[src/shared/gptmr_defines.svh]
`ifndef GPTMR_DEFINES_SVH
`define GPTMR_DEFINES_SVH

// register byte offsets on the bus
`define GPTMR_OFF_COUNT     8'h00
`define GPTMR_OFF_PERIOD    8'h04
`define GPTMR_OFF_CONTROL   8'h08
`define GPTMR_OFF_STATUS    8'h0C

// control word fields
`define GPTMR_BIT_TIMER_ON  15
`define GPTMR_BIT_IDLE_STOP 13
`define GPTMR_BIT_GATE_EN   6
`define GPTMR_BIT_PS_HI     5
`define GPTMR_BIT_PS_LO     4
`define GPTMR_BIT_SYNC_SEL  2
`define GPTMR_BIT_CLK_SRC   1
`define GPTMR_CONTROL_MASK  16'hA076

// reset values
`define GPTMR_RST_COUNT     16'h0000
`define GPTMR_RST_PERIOD    16'hFFFF
`define GPTMR_RST_CONTROL   16'h0000

// prescale terminal counts (ratio minus one)
`define GPTMR_PS_DIV1       8'h00
`define GPTMR_PS_DIV8       8'h07
`define GPTMR_PS_DIV64      8'h3F
`define GPTMR_PS_DIV256     8'hFF

`endif

[src/shared/gptmr_pkg.sv]
package gptmr_pkg;

    typedef enum logic [1:0] {
        GPTMR_PS_1,
        GPTMR_PS_8,
        GPTMR_PS_64,
        GPTMR_PS_256
    } gptmr_prescale_t;

    typedef enum logic [1:0] {
        GPTMR_MODE_TIMER,
        GPTMR_MODE_GATED,
        GPTMR_MODE_SYNC_CNT,
        GPTMR_MODE_ASYNC_CNT
    } gptmr_mode_t;

endpackage

[src/shared/gptmr_tick_if.sv]
`timescale 1ns/1ps
interface gptmr_tick_if;
    logic                        tick;
    logic                        clear;
    gptmr_pkg::gptmr_prescale_t  ratio;
    logic                        out_tick;

    modport master (output tick, output clear, output ratio, input out_tick);
    modport slave  (input tick, input clear, input ratio, output out_tick);
endinterface

[src/rtl/gptmr_sync3.sv]
`timescale 1ns/1ps
module gptmr_sync3 (
    input  wire logic aclk,     // system clock
    input  wire logic aresetn,  // synchronous reset, active low
    input  wire logic ce,       // clock enable
    input  wire logic pin,      // asynchronous pin
    output logic      level,    // filtered level
    output logic      rise,     // one-cycle rising edge
    output logic      fall      // one-cycle falling edge
);
    logic [2:0] sh_q;
    logic [2:0] sh_d;
    logic       level_q;
    logic       level_d;

    always_comb begin
        sh_d    = {sh_q[1:0], pin};
        level_d = level_q;
        // a change counts once stages two and three agree
        if (sh_q[1] == sh_q[2]) begin
            level_d = sh_q[2];
        end
    end

    always_ff @(posedge aclk) begin
        if (!aresetn) begin
            sh_q    <= 3'h0;
            level_q <= 1'b0;
        end else if (ce) begin
            sh_q    <= sh_d;
            level_q <= level_d;
        end
    end

    assign level = level_q;
    assign rise  = level_d & ~level_q & ce;
    assign fall  = ~level_d & level_q & ce;
endmodule // gptmr_sync3

[src/rtl/gptmr_prescaler.sv]
`timescale 1ns/1ps
`include "gptmr_defines.svh"
module gptmr_prescaler (
    input  wire logic   aclk,     // system clock
    input  wire logic   aresetn,  // synchronous reset, active low
    input  wire logic   ce,       // clock enable
    gptmr_tick_if.slave ps        // tick in, divided tick out
);
    logic [7:0] cnt_q;
    logic [7:0] cnt_d;
    logic [7:0] term;
    logic       out_d;
    logic       out_q;

    function automatic logic [7:0] term_of(input gptmr_pkg::gptmr_prescale_t r);
        case (r)
            gptmr_pkg::GPTMR_PS_1:   term_of = `GPTMR_PS_DIV1;
            gptmr_pkg::GPTMR_PS_8:   term_of = `GPTMR_PS_DIV8;
            gptmr_pkg::GPTMR_PS_64:  term_of = `GPTMR_PS_DIV64;
            default:                 term_of = `GPTMR_PS_DIV256;
        endcase
    endfunction

    always_comb begin
        term  = term_of(ps.ratio);
        cnt_d = cnt_q;
        out_d = 1'b0;
        if (ps.clear) begin
            cnt_d = 8'h00;
        end else if (ps.tick) begin
            if (cnt_q >= term) begin
                cnt_d = 8'h00;
                out_d = 1'b1;
            end else begin
                cnt_d = cnt_q + 8'h01;
            end
        end
    end

    always_ff @(posedge aclk) begin
        if (!aresetn) begin
            cnt_q <= 8'h00;
            out_q <= 1'b0;
        end else if (ce) begin
            cnt_q <= cnt_d;
            out_q <= out_d;
        end
    end

    assign ps.out_tick = out_q & ce;
endmodule // gptmr_prescaler

[src/rtl/gptmr_timer.sv]
// Added by the designer: the placing of the registers and register access over AXI4-Lite.
`timescale 1ns/1ps
`include "gptmr_defines.svh"
module gptmr_timer (
    input  wire logic        aclk,           // 25 MHz system clock
    input  wire logic        aresetn,        // synchronous reset, active low
    input  wire logic        ce,             // clock enable
    input  wire logic        instr_cycle,    // instruction cycle strobe
    input  wire logic        cpu_idle,       // cpu in idle
    input  wire logic        cpu_sleep,      // cpu in sleep
    input  wire logic        timer_clock_gate_pin, // external clock or gate
    output logic             match_event,    // one-cycle timer event
    output logic             period_match_flag, // sticky event flag
    input  wire logic [7:0]  s_axi_awaddr,   // write address
    input  wire logic        s_axi_awvalid,  // write address valid
    output logic             s_axi_awready,  // write address ready
    input  wire logic [31:0] s_axi_wdata,    // write data
    input  wire logic [3:0]  s_axi_wstrb,    // write strobes
    input  wire logic        s_axi_wvalid,   // write data valid
    output logic             s_axi_wready,   // write data ready
    output logic [1:0]       s_axi_bresp,    // write response
    output logic             s_axi_bvalid,   // write response valid
    input  wire logic        s_axi_bready,   // write response ready
    input  wire logic [7:0]  s_axi_araddr,   // read address
    input  wire logic        s_axi_arvalid,  // read address valid
    output logic             s_axi_arready,  // read address ready
    output logic [31:0]      s_axi_rdata,    // read data
    output logic [1:0]       s_axi_rresp,    // read response
    output logic             s_axi_rvalid,   // read data valid
    input  wire logic        s_axi_rready    // read data ready
);
    // bus state
    logic        aw_q, aw_d, w_q, w_d, bv_q, bv_d, ar_q, ar_d, rv_q, rv_d;
    logic [7:0]  awa_q, awa_d, ara_q, ara_d;
    logic [31:0] wd_q, wd_d, rd_q, rd_d;
    logic [3:0]  ws_q, ws_d;
    logic [1:0]  br_q, br_d, rr_q, rr_d;
    logic        awrdy_q, awrdy_d, wrdy_q, wrdy_d, arrdy_q, arrdy_d;
    // timer state
    logic [15:0] count_value_q, count_value_d;
    logic [15:0] period_value_q, period_value_d;
    logic [15:0] control_q, control_d;
    logic        flag_q, flag_d, ev_q, ev_d;
    // derived
    logic        wr_fire, timer_on, idle_stop, gate_en, clk_src, sync_sel;
    logic        pin_level, pin_rise, pin_fall;
    logic        src_tick, inc, halted, gated_mode, cnt_wr, match_now;
    logic        ton_fall;
    logic [15:0] wr16;
    gptmr_pkg::gptmr_mode_t mode;
    gptmr_tick_if ps_if ();

    gptmr_sync3 u_sync (
        .aclk    (aclk),
        .aresetn (aresetn),
        .ce      (ce),
        .pin     (timer_clock_gate_pin),
        .level   (pin_level),
        .rise    (pin_rise),
        .fall    (pin_fall)
    );

    gptmr_prescaler u_ps (
        .aclk    (aclk),
        .aresetn (aresetn),
        .ce      (ce),
        .ps      (ps_if.slave)
    );

    function automatic logic [15:0] merge16(input logic [15:0] old,
                                            input logic [31:0] data,
                                            input logic [3:0]  strb);
        merge16 = {strb[1] ? data[15:8] : old[15:8], strb[0] ? data[7:0] : old[7:0]};
    endfunction

    // unaligned or unmapped addresses get an error response
    function automatic logic reg_hit(input logic [7:0] addr);
        reg_hit = (addr == `GPTMR_OFF_COUNT) || (addr == `GPTMR_OFF_PERIOD) ||
                  (addr == `GPTMR_OFF_CONTROL) || (addr == `GPTMR_OFF_STATUS);
    endfunction

    assign timer_on  = control_q[`GPTMR_BIT_TIMER_ON];
    assign idle_stop = control_q[`GPTMR_BIT_IDLE_STOP];
    assign gate_en   = control_q[`GPTMR_BIT_GATE_EN];
    assign clk_src   = control_q[`GPTMR_BIT_CLK_SRC];
    assign sync_sel  = control_q[`GPTMR_BIT_SYNC_SEL];

    // mode decode
    always_comb begin
        if (clk_src) begin
            mode = sync_sel ? gptmr_pkg::GPTMR_MODE_SYNC_CNT
                            : gptmr_pkg::GPTMR_MODE_ASYNC_CNT;
        end else if (gate_en) begin
            mode = gptmr_pkg::GPTMR_MODE_GATED;
        end else begin
            mode = gptmr_pkg::GPTMR_MODE_TIMER;
        end
    end

    assign gated_mode = timer_on & (mode == gptmr_pkg::GPTMR_MODE_GATED);

    // tick source and idle/sleep halting
    always_comb begin
        case (mode)
            gptmr_pkg::GPTMR_MODE_TIMER: begin
                src_tick = instr_cycle;
                halted   = (cpu_idle & idle_stop) | cpu_sleep;
            end
            gptmr_pkg::GPTMR_MODE_GATED: begin
                src_tick = instr_cycle & pin_level;
                halted   = (cpu_idle & idle_stop) | cpu_sleep;
            end
            gptmr_pkg::GPTMR_MODE_SYNC_CNT: begin
                src_tick = pin_rise;
                halted   = (cpu_idle & idle_stop) | cpu_sleep;
            end
            gptmr_pkg::GPTMR_MODE_ASYNC_CNT: begin
                // edges taken straight from the pin filter; runs in sleep
                src_tick = pin_rise;
                halted   = cpu_idle & idle_stop;
            end
            default: begin
                src_tick = 1'b0;
                halted   = 1'b1;
            end
        endcase
    end

    assign ton_fall = timer_on & ~control_d[`GPTMR_BIT_TIMER_ON];
    assign wr_fire  = aw_q & w_q & ~bv_q;
    assign wr16     = merge16(count_value_q, wd_q, ws_q);
    assign cnt_wr   = wr_fire & (awa_q == `GPTMR_OFF_COUNT);

    assign ps_if.tick  = timer_on & ~halted & src_tick;
    // clear only reaches the prescaler while its clock runs
    assign ps_if.clear = (timer_on & cnt_wr) | ton_fall;
    assign ps_if.ratio = gptmr_pkg::gptmr_prescale_t'(
                         control_q[`GPTMR_BIT_PS_HI:`GPTMR_BIT_PS_LO]);
    assign inc         = ps_if.out_tick & timer_on & ~halted;
    assign match_now   = inc & (count_value_q == period_value_q);

    // timer next state
    always_comb begin
        count_value_d  = count_value_q;
        period_value_d = period_value_q;
        control_d      = control_q;
        flag_d         = flag_q;
        ev_d           = 1'b0;
        if (inc) begin
            if (match_now) begin
                count_value_d = 16'h0000;
                ev_d          = 1'b1;
            end else begin
                count_value_d = count_value_q + 16'h0001;
            end
        end
        if (gated_mode & pin_fall) begin
            ev_d = 1'b1;
        end
        if (wr_fire) begin
            case (awa_q)
                `GPTMR_OFF_COUNT:   count_value_d  = wr16;
                `GPTMR_OFF_PERIOD:  period_value_d = merge16(period_value_q, wd_q, ws_q);
                `GPTMR_OFF_CONTROL: control_d = merge16(control_q, wd_q, ws_q)
                                                & `GPTMR_CONTROL_MASK;
                `GPTMR_OFF_STATUS:  if (ws_q[0] & wd_q[0]) flag_d = 1'b0;
                default:            ;
            endcase
        end
        if (ev_d) begin
            flag_d = 1'b1;
        end
    end

    always_ff @(posedge aclk) begin
        if (!aresetn) begin
            count_value_q  <= `GPTMR_RST_COUNT;
            period_value_q <= `GPTMR_RST_PERIOD;
            control_q      <= `GPTMR_RST_CONTROL;
            flag_q         <= 1'b0;
            ev_q           <= 1'b0;
        end else if (ce) begin
            count_value_q  <= count_value_d;
            period_value_q <= period_value_d;
            control_q      <= control_d;
            flag_q         <= flag_d;
            ev_q           <= ev_d;
        end
    end

    // bus next state
    always_comb begin
        aw_d  = aw_q;
        awa_d = awa_q;
        w_d   = w_q;
        wd_d  = wd_q;
        ws_d  = ws_q;
        bv_d  = bv_q;
        br_d  = br_q;
        ar_d  = ar_q;
        ara_d = ara_q;
        rv_d  = rv_q;
        rd_d  = rd_q;
        rr_d  = rr_q;
        if (s_axi_awvalid & ~aw_q) begin
            aw_d  = 1'b1;
            awa_d = s_axi_awaddr;
        end
        if (s_axi_wvalid & ~w_q) begin
            w_d  = 1'b1;
            wd_d = s_axi_wdata;
            ws_d = s_axi_wstrb;
        end
        if (wr_fire) begin
            bv_d = 1'b1;
            br_d = reg_hit(awa_q) ? 2'h0 : 2'h2;
        end
        if (bv_q & s_axi_bready) begin
            bv_d = 1'b0;
            aw_d = 1'b0;
            w_d  = 1'b0;
        end
        if (s_axi_arvalid & ~ar_q & ~rv_q) begin
            ar_d  = 1'b1;
            ara_d = s_axi_araddr;
        end
        if (ar_q & ~rv_q) begin
            rv_d = 1'b1;
            rr_d = reg_hit(ara_q) ? 2'h0 : 2'h2;
            case (ara_q)
                `GPTMR_OFF_COUNT:   rd_d = {16'h0000, count_value_q};
                `GPTMR_OFF_PERIOD:  rd_d = {16'h0000, period_value_q};
                `GPTMR_OFF_CONTROL: rd_d = {16'h0000, control_q};
                `GPTMR_OFF_STATUS:  rd_d = {31'h00000000, flag_q};
                default: begin
                    rd_d = 32'h00000000;
                    rr_d = 2'h2;
                end
            endcase
        end
        if (rv_q & s_axi_rready) begin
            rv_d = 1'b0;
            ar_d = 1'b0;
        end
        // ready flags registered so every bus output leaves a flop
        awrdy_d = ~aw_d;
        wrdy_d  = ~w_d;
        arrdy_d = ~ar_d & ~rv_d;
    end

    always_ff @(posedge aclk) begin
        if (!aresetn) begin
            aw_q    <= 1'b0;
            awa_q   <= 8'h00;
            w_q     <= 1'b0;
            wd_q    <= 32'h00000000;
            ws_q    <= 4'h0;
            bv_q    <= 1'b0;
            br_q    <= 2'h0;
            ar_q    <= 1'b0;
            ara_q   <= 8'h00;
            rv_q    <= 1'b0;
            rd_q    <= 32'h00000000;
            rr_q    <= 2'h0;
            awrdy_q <= 1'b1;
            wrdy_q  <= 1'b1;
            arrdy_q <= 1'b1;
        end else if (ce) begin
            aw_q    <= aw_d;
            awa_q   <= awa_d;
            w_q     <= w_d;
            wd_q    <= wd_d;
            ws_q    <= ws_d;
            bv_q    <= bv_d;
            br_q    <= br_d;
            ar_q    <= ar_d;
            ara_q   <= ara_d;
            rv_q    <= rv_d;
            rd_q    <= rd_d;
            rr_q    <= rr_d;
            awrdy_q <= awrdy_d;
            wrdy_q  <= wrdy_d;
            arrdy_q <= arrdy_d;
        end
    end

    assign s_axi_awready     = awrdy_q;
    assign s_axi_wready      = wrdy_q;
    assign s_axi_bvalid      = bv_q;
    assign s_axi_bresp       = br_q;
    assign s_axi_arready     = arrdy_q;
    assign s_axi_rvalid      = rv_q;
    assign s_axi_rdata       = rd_q;
    assign s_axi_rresp       = rr_q;
    assign match_event       = ev_q;
    assign period_match_flag = flag_q;
endmodule // gptmr_timer

[config.mk]
export PLATFORM = sky130hd
export DESIGN_NAME = gptmr_timer
export DESIGN_NICKNAME = d
export VERILOG_FILES = /design/src/shared/gptmr_pkg.sv /design/src/shared/gptmr_tick_if.sv /design/src/rtl/gptmr_sync3.sv /design/src/rtl/gptmr_prescaler.sv /design/src/rtl/gptmr_timer.sv
export VERILOG_INCLUDE_DIRS = /design/src /design/src/shared
export SDC_FILE = /design/constraint.sdc
export NUM_CORES = 1
export LEC_CHECK = 0
export BUFFER_PORTS_ARGS = -buffer_cell sky130_fd_sc_hd__clkbuf_2
export CAP_MARGIN = 30
export CORE_MARGIN = 3
export CORE_UTILIZATION = 25
export CTS_CLUSTER_SIZE = 8
export DETAILED_ROUTE_END_ITERATION = 16
export HOLD_SLACK_MARGIN = 0.1
export SLEW_MARGIN = 0
export SYNTH_ARGS = -nofsm -noshare
export SYNTH_HDL_FRONTEND = slang
export SYNTH_SLANG_ARGS = --single-unit
[constraint.sdc]
create_clock -name aclk -period 3 [get_ports aclk]
set_clock_uncertainty 0.2 [all_clocks]
set_input_delay 0.6 -clock aclk [delete_from_list [all_inputs] [get_ports aclk]]
set_output_delay 0.6 -clock aclk [all_outputs]
set_load 0.005 [all_outputs]
Word level (Yosys, flattened, before mapping):

Cells that the tools add are included.

* bits in registers: 132
* latch bits: 0
* RAM bits: 0
* ROM bits: 0
* bits of input ports: 64
* memories: 0

* add/subtract/negate cells: 2
* $mul: 0
* div/mod/pow operators: 0
* $lt $le $gt $ge: 1
* equal/unequal tests: 15
* shift operators: 0
* mux-type cells: 44
* bitwise operators: 43
* reductions and logical operators: 32

Operators with widths (number)
* two-way mux 16 bit: 6
* one-hot mux 16 bit (4 select lines): 1
* two-way mux 8 bit: 6
* equality test 8 x 4 -> 1 bit (second input constant): 4
* AND 1 bit: 28
* one-hot mux 8 bit (3 select lines): 1
* two-way mux 1 bit: 23
* AND reduction 4 bit: 5
* AND reduction 2 bit: 9
* adder 16 x 1 -> 16 bit (second input constant): 1
* equality test 16 bit: 1
* equality test 8 x 3 -> 1 bit (second input constant): 2
* zero test 8 bit: 2
* NOT 1 bit: 13
* nonzero test 2 bit: 5
* adder 8 x 1 -> 8 bit (second input constant): 1
* >= comparator 8 bit: 1
* two-way mux 2 bit: 4
* two-way mux 7 bit: 1
* equality test 2 bit (second input constant): 3
* logical OR 1 bit: 6
* != test 3 bit (second input constant): 2
* equality test 2 x 1 -> 1 bit (second input constant): 2
* zero test 2 bit: 2
* other kinds (7): 8

Longest topological paths before layout:

* depth in word-level cells: 13
* mapped depth: 9
* mapped depth without buffers: 8

Hierarchy:

Synthesis repeated with hierarchy kept, for this count alone.

* cell total of the unflattened synthesis: 708
* area, all modules: 5753.0 um^2

By module, submodules not included
* gptmr_timer: times used 1, cells each 617, area each 4961.0 um^2, seq. area each 2021.9 um^2
* gptmr_prescaler: times used 1, cells each 73, area each 619.3 um^2, seq. area each 180.2 um^2
* gptmr_sync3: times used 1, cells each 18, area each 172.7 um^2, seq. area each 80.1 um^2

Least setup slack after synthesis:

OpenSTA, ideal clock, no wires.

* path type: reg2reg
* from: register control_q[5]
* to: register u_ps.cnt_q[4]
* library setup time: 0.074 ns
* arrival time: 2.380 ns
* data required time: 2.726 ns
* setup slack: 0.346 ns
* cell stages (with the launch flop): 10
* cell sequence: dfxtp_1 > nand2_1 > ha_1 > and4_1 > a221oi_1 > o21ai_0 > or4_1 > buf_2 > or3_1 > o21ai_0

* longest elaborated chain between the ends: 6

RTL lines
* start: declaration: line gptmr_timer.sv:42 `logic [15:0] control_q, control_d;`
* start signal: assignment: line gptmr_timer.sv:179 `` control_q <= `GPTMR_RST_CONTROL; ``
* start signal: assignment: line gptmr_timer.sv:185 `control_q <= control_d;`
* equality test 2 bit (tied with other cells): line gptmr_prescaler.sv:16 `case (r)`
* one-hot mux 8 bit (3 select lines) *: line gptmr_prescaler.sv:16
* >= comparator 8 bit *: line gptmr_prescaler.sv:31 `if (cnt_q >= term) begin`
* two-way mux 8 bit *: line gptmr_prescaler.sv:31
* two-way mux 8 bit *: line gptmr_prescaler.sv:30 `end else if (ps.tick) begin`
* two-way mux 8 bit *: line gptmr_prescaler.sv:28 `if (ps.clear) begin`
* end signal: assignment: line gptmr_prescaler.sv:45 `cnt_q <= cnt_d;`
* end: declaration: line gptmr_prescaler.sv:9 `logic [7:0] cnt_q;`

Every way passes the cells marked *; elsewhere a longest branch is shown, timed or not. The select of a mux whose other input is x is not followed.
A chain may end at the register's enable or synchronous reset.

Worst setup path in the final report:

Ends and elaborated chain as after synthesis.

==> flow_summary.json <==
{
  "hp-class": "in2reg",
  "grt_overflow": 0,
  "internal_power_mw": 3.07,
  "drcViolationCount": 0,
  "clkSinkCount": 114,
  "antenna_found_initial": 0,
  "cts_tree": "done",
  "critPathKind": "reg2reg",
  "clk_latency_ns": 0.42,
  "powerDensity_nw_per_um2": 580,
  "rsz0062_at_grt": "no",
  "first_iter_violations": 374,
  "max-slew-margin-rel_pct": 48.0,
  "tightest_slew_ns": 0.780,
  "postCtsSetupRepairBufs": 0,
  "clockBufferDepth": 2,
  "synth_top_area_share_pct": 40.5,
  "gr-usage-all-layers_pct": 13.6,
  "cp_cell_sequence": "nand2_1 > ha_1 > and4_1 > a221oi_1 > o21ai_0 > or4_1 > or3_1 > o21ai_0",
  "layoutNonFillerInstCount": 1050,
  "die_x_um": 156,
  "cp_data_arrival_time_ns": 2.95,
  "drv_slew": 0,
  "cp-start-kind": "flip-flop",
  "p_switching_mw": 0.956,
  "cts_max_level": 4,
  "cp_slowest_cell": "or4_1",
  "irDropWorstVdd_mv": 0.291,
  "die-area_um2": 24400,
  "hold_ws_ns": 0.206,
  "synthFlopType": "dfxtp_1",
  "first_global_vias": 4965,
  "critical-path-max-stage-delay_ns": 0.62,
  "finalSetupViolCount": 0,
  "wire_per_inst_um": 15.6,
  "period_minus_slack_ns": 2.80,
  "ios": 107,
  "final_common_cell": "dfxtp_1",
  "path_clk_slew_ns": 0.05,
  "combPwrFrac_pct": 7.1,
  "timing.final.crit_share_pct": 93.5,
  "cts-resized-gates": 0,
  "critPathBufInv": 0,
  "ff2ff_setup_slack_ns": 0.20,
  "area_delta_synth_final_pct": 23.3,
  "max_freq_ghz": 0.357,
  "vias": 5129,
  "wl_mm": 16.4,
  "crit_family": "simple AND/OR/NAND/NOR gates",
  "p_sw_share_pct": 23.7,
  "ys_ff_latch": 114,
  "synthArstFlopShare_pct": 0,
  "drive_gt1_share_pct": 18.7,
  "port_buffers": 70,
  "cpMostUsedCell": "o21ai_0",
  "crit_path_max_fanout": 6,
  "leakage_nw": 2.67,
  "hold_viol_final": 0,
  "grt_pass1_wl_mm": 26.5,
  "drt_first_pass_iters": 5,
  "ant_nets": 0,
  "hpwl_mm": 12.1,
  "syn_area_um2": 5630,
  "synthTopCellsByArea": "dfxtp_1, mux2i_1, nand2_1",
  "p_clk_share_pct": 53.3,
  "ys_seq_area_share_pct": 40.5,
  "cts-root-buf": "clkbuf_16",
  "fillCellCount": 2294,
  "start_util_pct": 25.7,
  "crit_required_ns": 3.14,
  "critPathCaptureType": "flip-flop",
  "place.gp.congestion": 0.911,
  "synth_cells": 679,
  "diodes": 0,
  "hold_buffers": 0,
  "nets": 829,
  "timing.setup.tns_ns": 0,
  "power_frac_seq_pct": 39.7,
  "status": "finished, final reports clean",
  "core_area_um2": 22000,
  "grt_max_degree": 73,
  "num_rows": 54,
  "yosysTopAreaCell": "dfxtp_1",
  "fin_util_pct": 31.6,
  "synth_edf_count": 0,
  "synth.distinct_cells": 62,
  "dp.cells": 1018,
  "yosys_warnings": 0,
  "maxCapViolations": 0,
  "die_y_um": 156,
  "vias_per_cell": 4.88,
  "numCtsBuffers": 17,
  "syn_avg_cell_area_um2": 8.30,
  "final_cell_mix": "dfxtp_1, nand2_1, clkbuf_2"
}
-- area by class of cell --
cell class,instances,area [µm²],share of cell area [%]
well taps,280,350,5.04
clock buffers,18,439,6.32
clock inverters,14,188,2.70
multi-input cells,511,3070,44.2
repair buffers,99,568,8.18
flip-flops and latches,114,2280,32.8
inverters,14,52.6,0.756
-- per-stage QoR --
| stage | power, mW | cell area (µm²) | worst slack [ns] |
|---|---|---|---|
| 6_report | 4.03 | 6950 | 0.196 |
| 5_1_grt | 4.18 | 6950 | 0.0139 |
| 4_1_cts | 4.07 | 6950 | 0.202 |
| 3_5_place_dp | 1.92 | 6320 | 0.198 |
| 3_3_place_gp | 1.91 | 6320 | 0.288 |
| 2_1_floorplan | 1.81 | 5700 | 0.346 |
-- routing by layer --
layer  up-vias  track usage [%]  share of wire, %
li1       2542                -                 -
met1      2412             18.4                47
met2       154             21.3                45
met3        21             3.91               6.5
met4         0             4.00               1.4
met5         -                0                 0
-- worst paths after layout --
path	startpoint	end	depth (start not counted)
worst max register to register	control_q[5]$_SDFFE_PN0P_	u_ps.cnt_q[4]$_SDFFE_PN0P_	8
worst min register to register	wd_q[10]$_SDFFE_PN0P_	wd_q[10]$_SDFFE_PN0P_	2
worst max-delay path	control_q[5]$_SDFFE_PN0P_	u_ps.cnt_q[4]$_SDFFE_PN0P_	8
worst min-delay path	s_axi_wdata[13]	wd_q[13]$_SDFFE_PN0P_	3
-- synthesized netlist by cell type (3+ instances only) --
cell type and count:
o211ai_1 6, nor4_1 6, nor2b_1 6, nand2_1 111, mux2i_1 44, buf_4 18
o21a_1 3, nand3_1 17, xnor2_1 16, a22o_1 9, o21ai_0 30, o32ai_1 3
nand3b_1 5, clkbuf_1 29, nor2_1 66, buf_2 3, nor3_1 16, buf_1 5
a21oi_1 47, dfxtp_1 114, inv_1 14, or2_2 4, a21o_1 6, o311ai_0 3
a22oi_1 23, ha_1 8, nand4_1 10, and3_1 5, or3_1 3
-- tightest hold or removal path, delay by kind of cell --
family,cells,cell delay [ns]
buffers and inverters,1,0.08
AOI/OAI and AO/OA,1,0.05
and+or+nand+nor,1,0.04
-- power by group through the flow --
stage / Sequential (mW) / Clock [mW] / Combinational (mW)
after floorplan: 1.61 / 0 / 0.199
after global placement: 1.63 / 0 / 0.284
after detailed placement: 1.63 / 0 / 0.287
after CTS: 1.60 / 2.18 / 0.289
after global routing: 1.60 / 2.26 / 0.320
final: 1.60 / 2.15 / 0.284
-- sequential cells by signal, summed over array words and instances, names as in the netlist, 2 cells and up --
register	flops
u_sync.sh_q	3
count_value_q	16
period_value_q	16
ara_q	8
wd_q	16
u_ps.cnt_q	8
ws_q	2
s_axi_rdata	16
control_q	7
awa_q	8
-- logic make-up after synthesis --
kind of cell | Yosys count | share of synthesized area [%]
simple gates | 265 | 22.1
buf+inv | 71 | 6.26
flops | 114 | 40.5
xor+xnor | 16 | 2.49
compound gates | 158 | 18.6
fa+ha+maj | 8 | 1.78
other cells | 1 | 0.0666
mux | 46 | 8.22
Note: power is estimated with default switching activity, not from simulation.
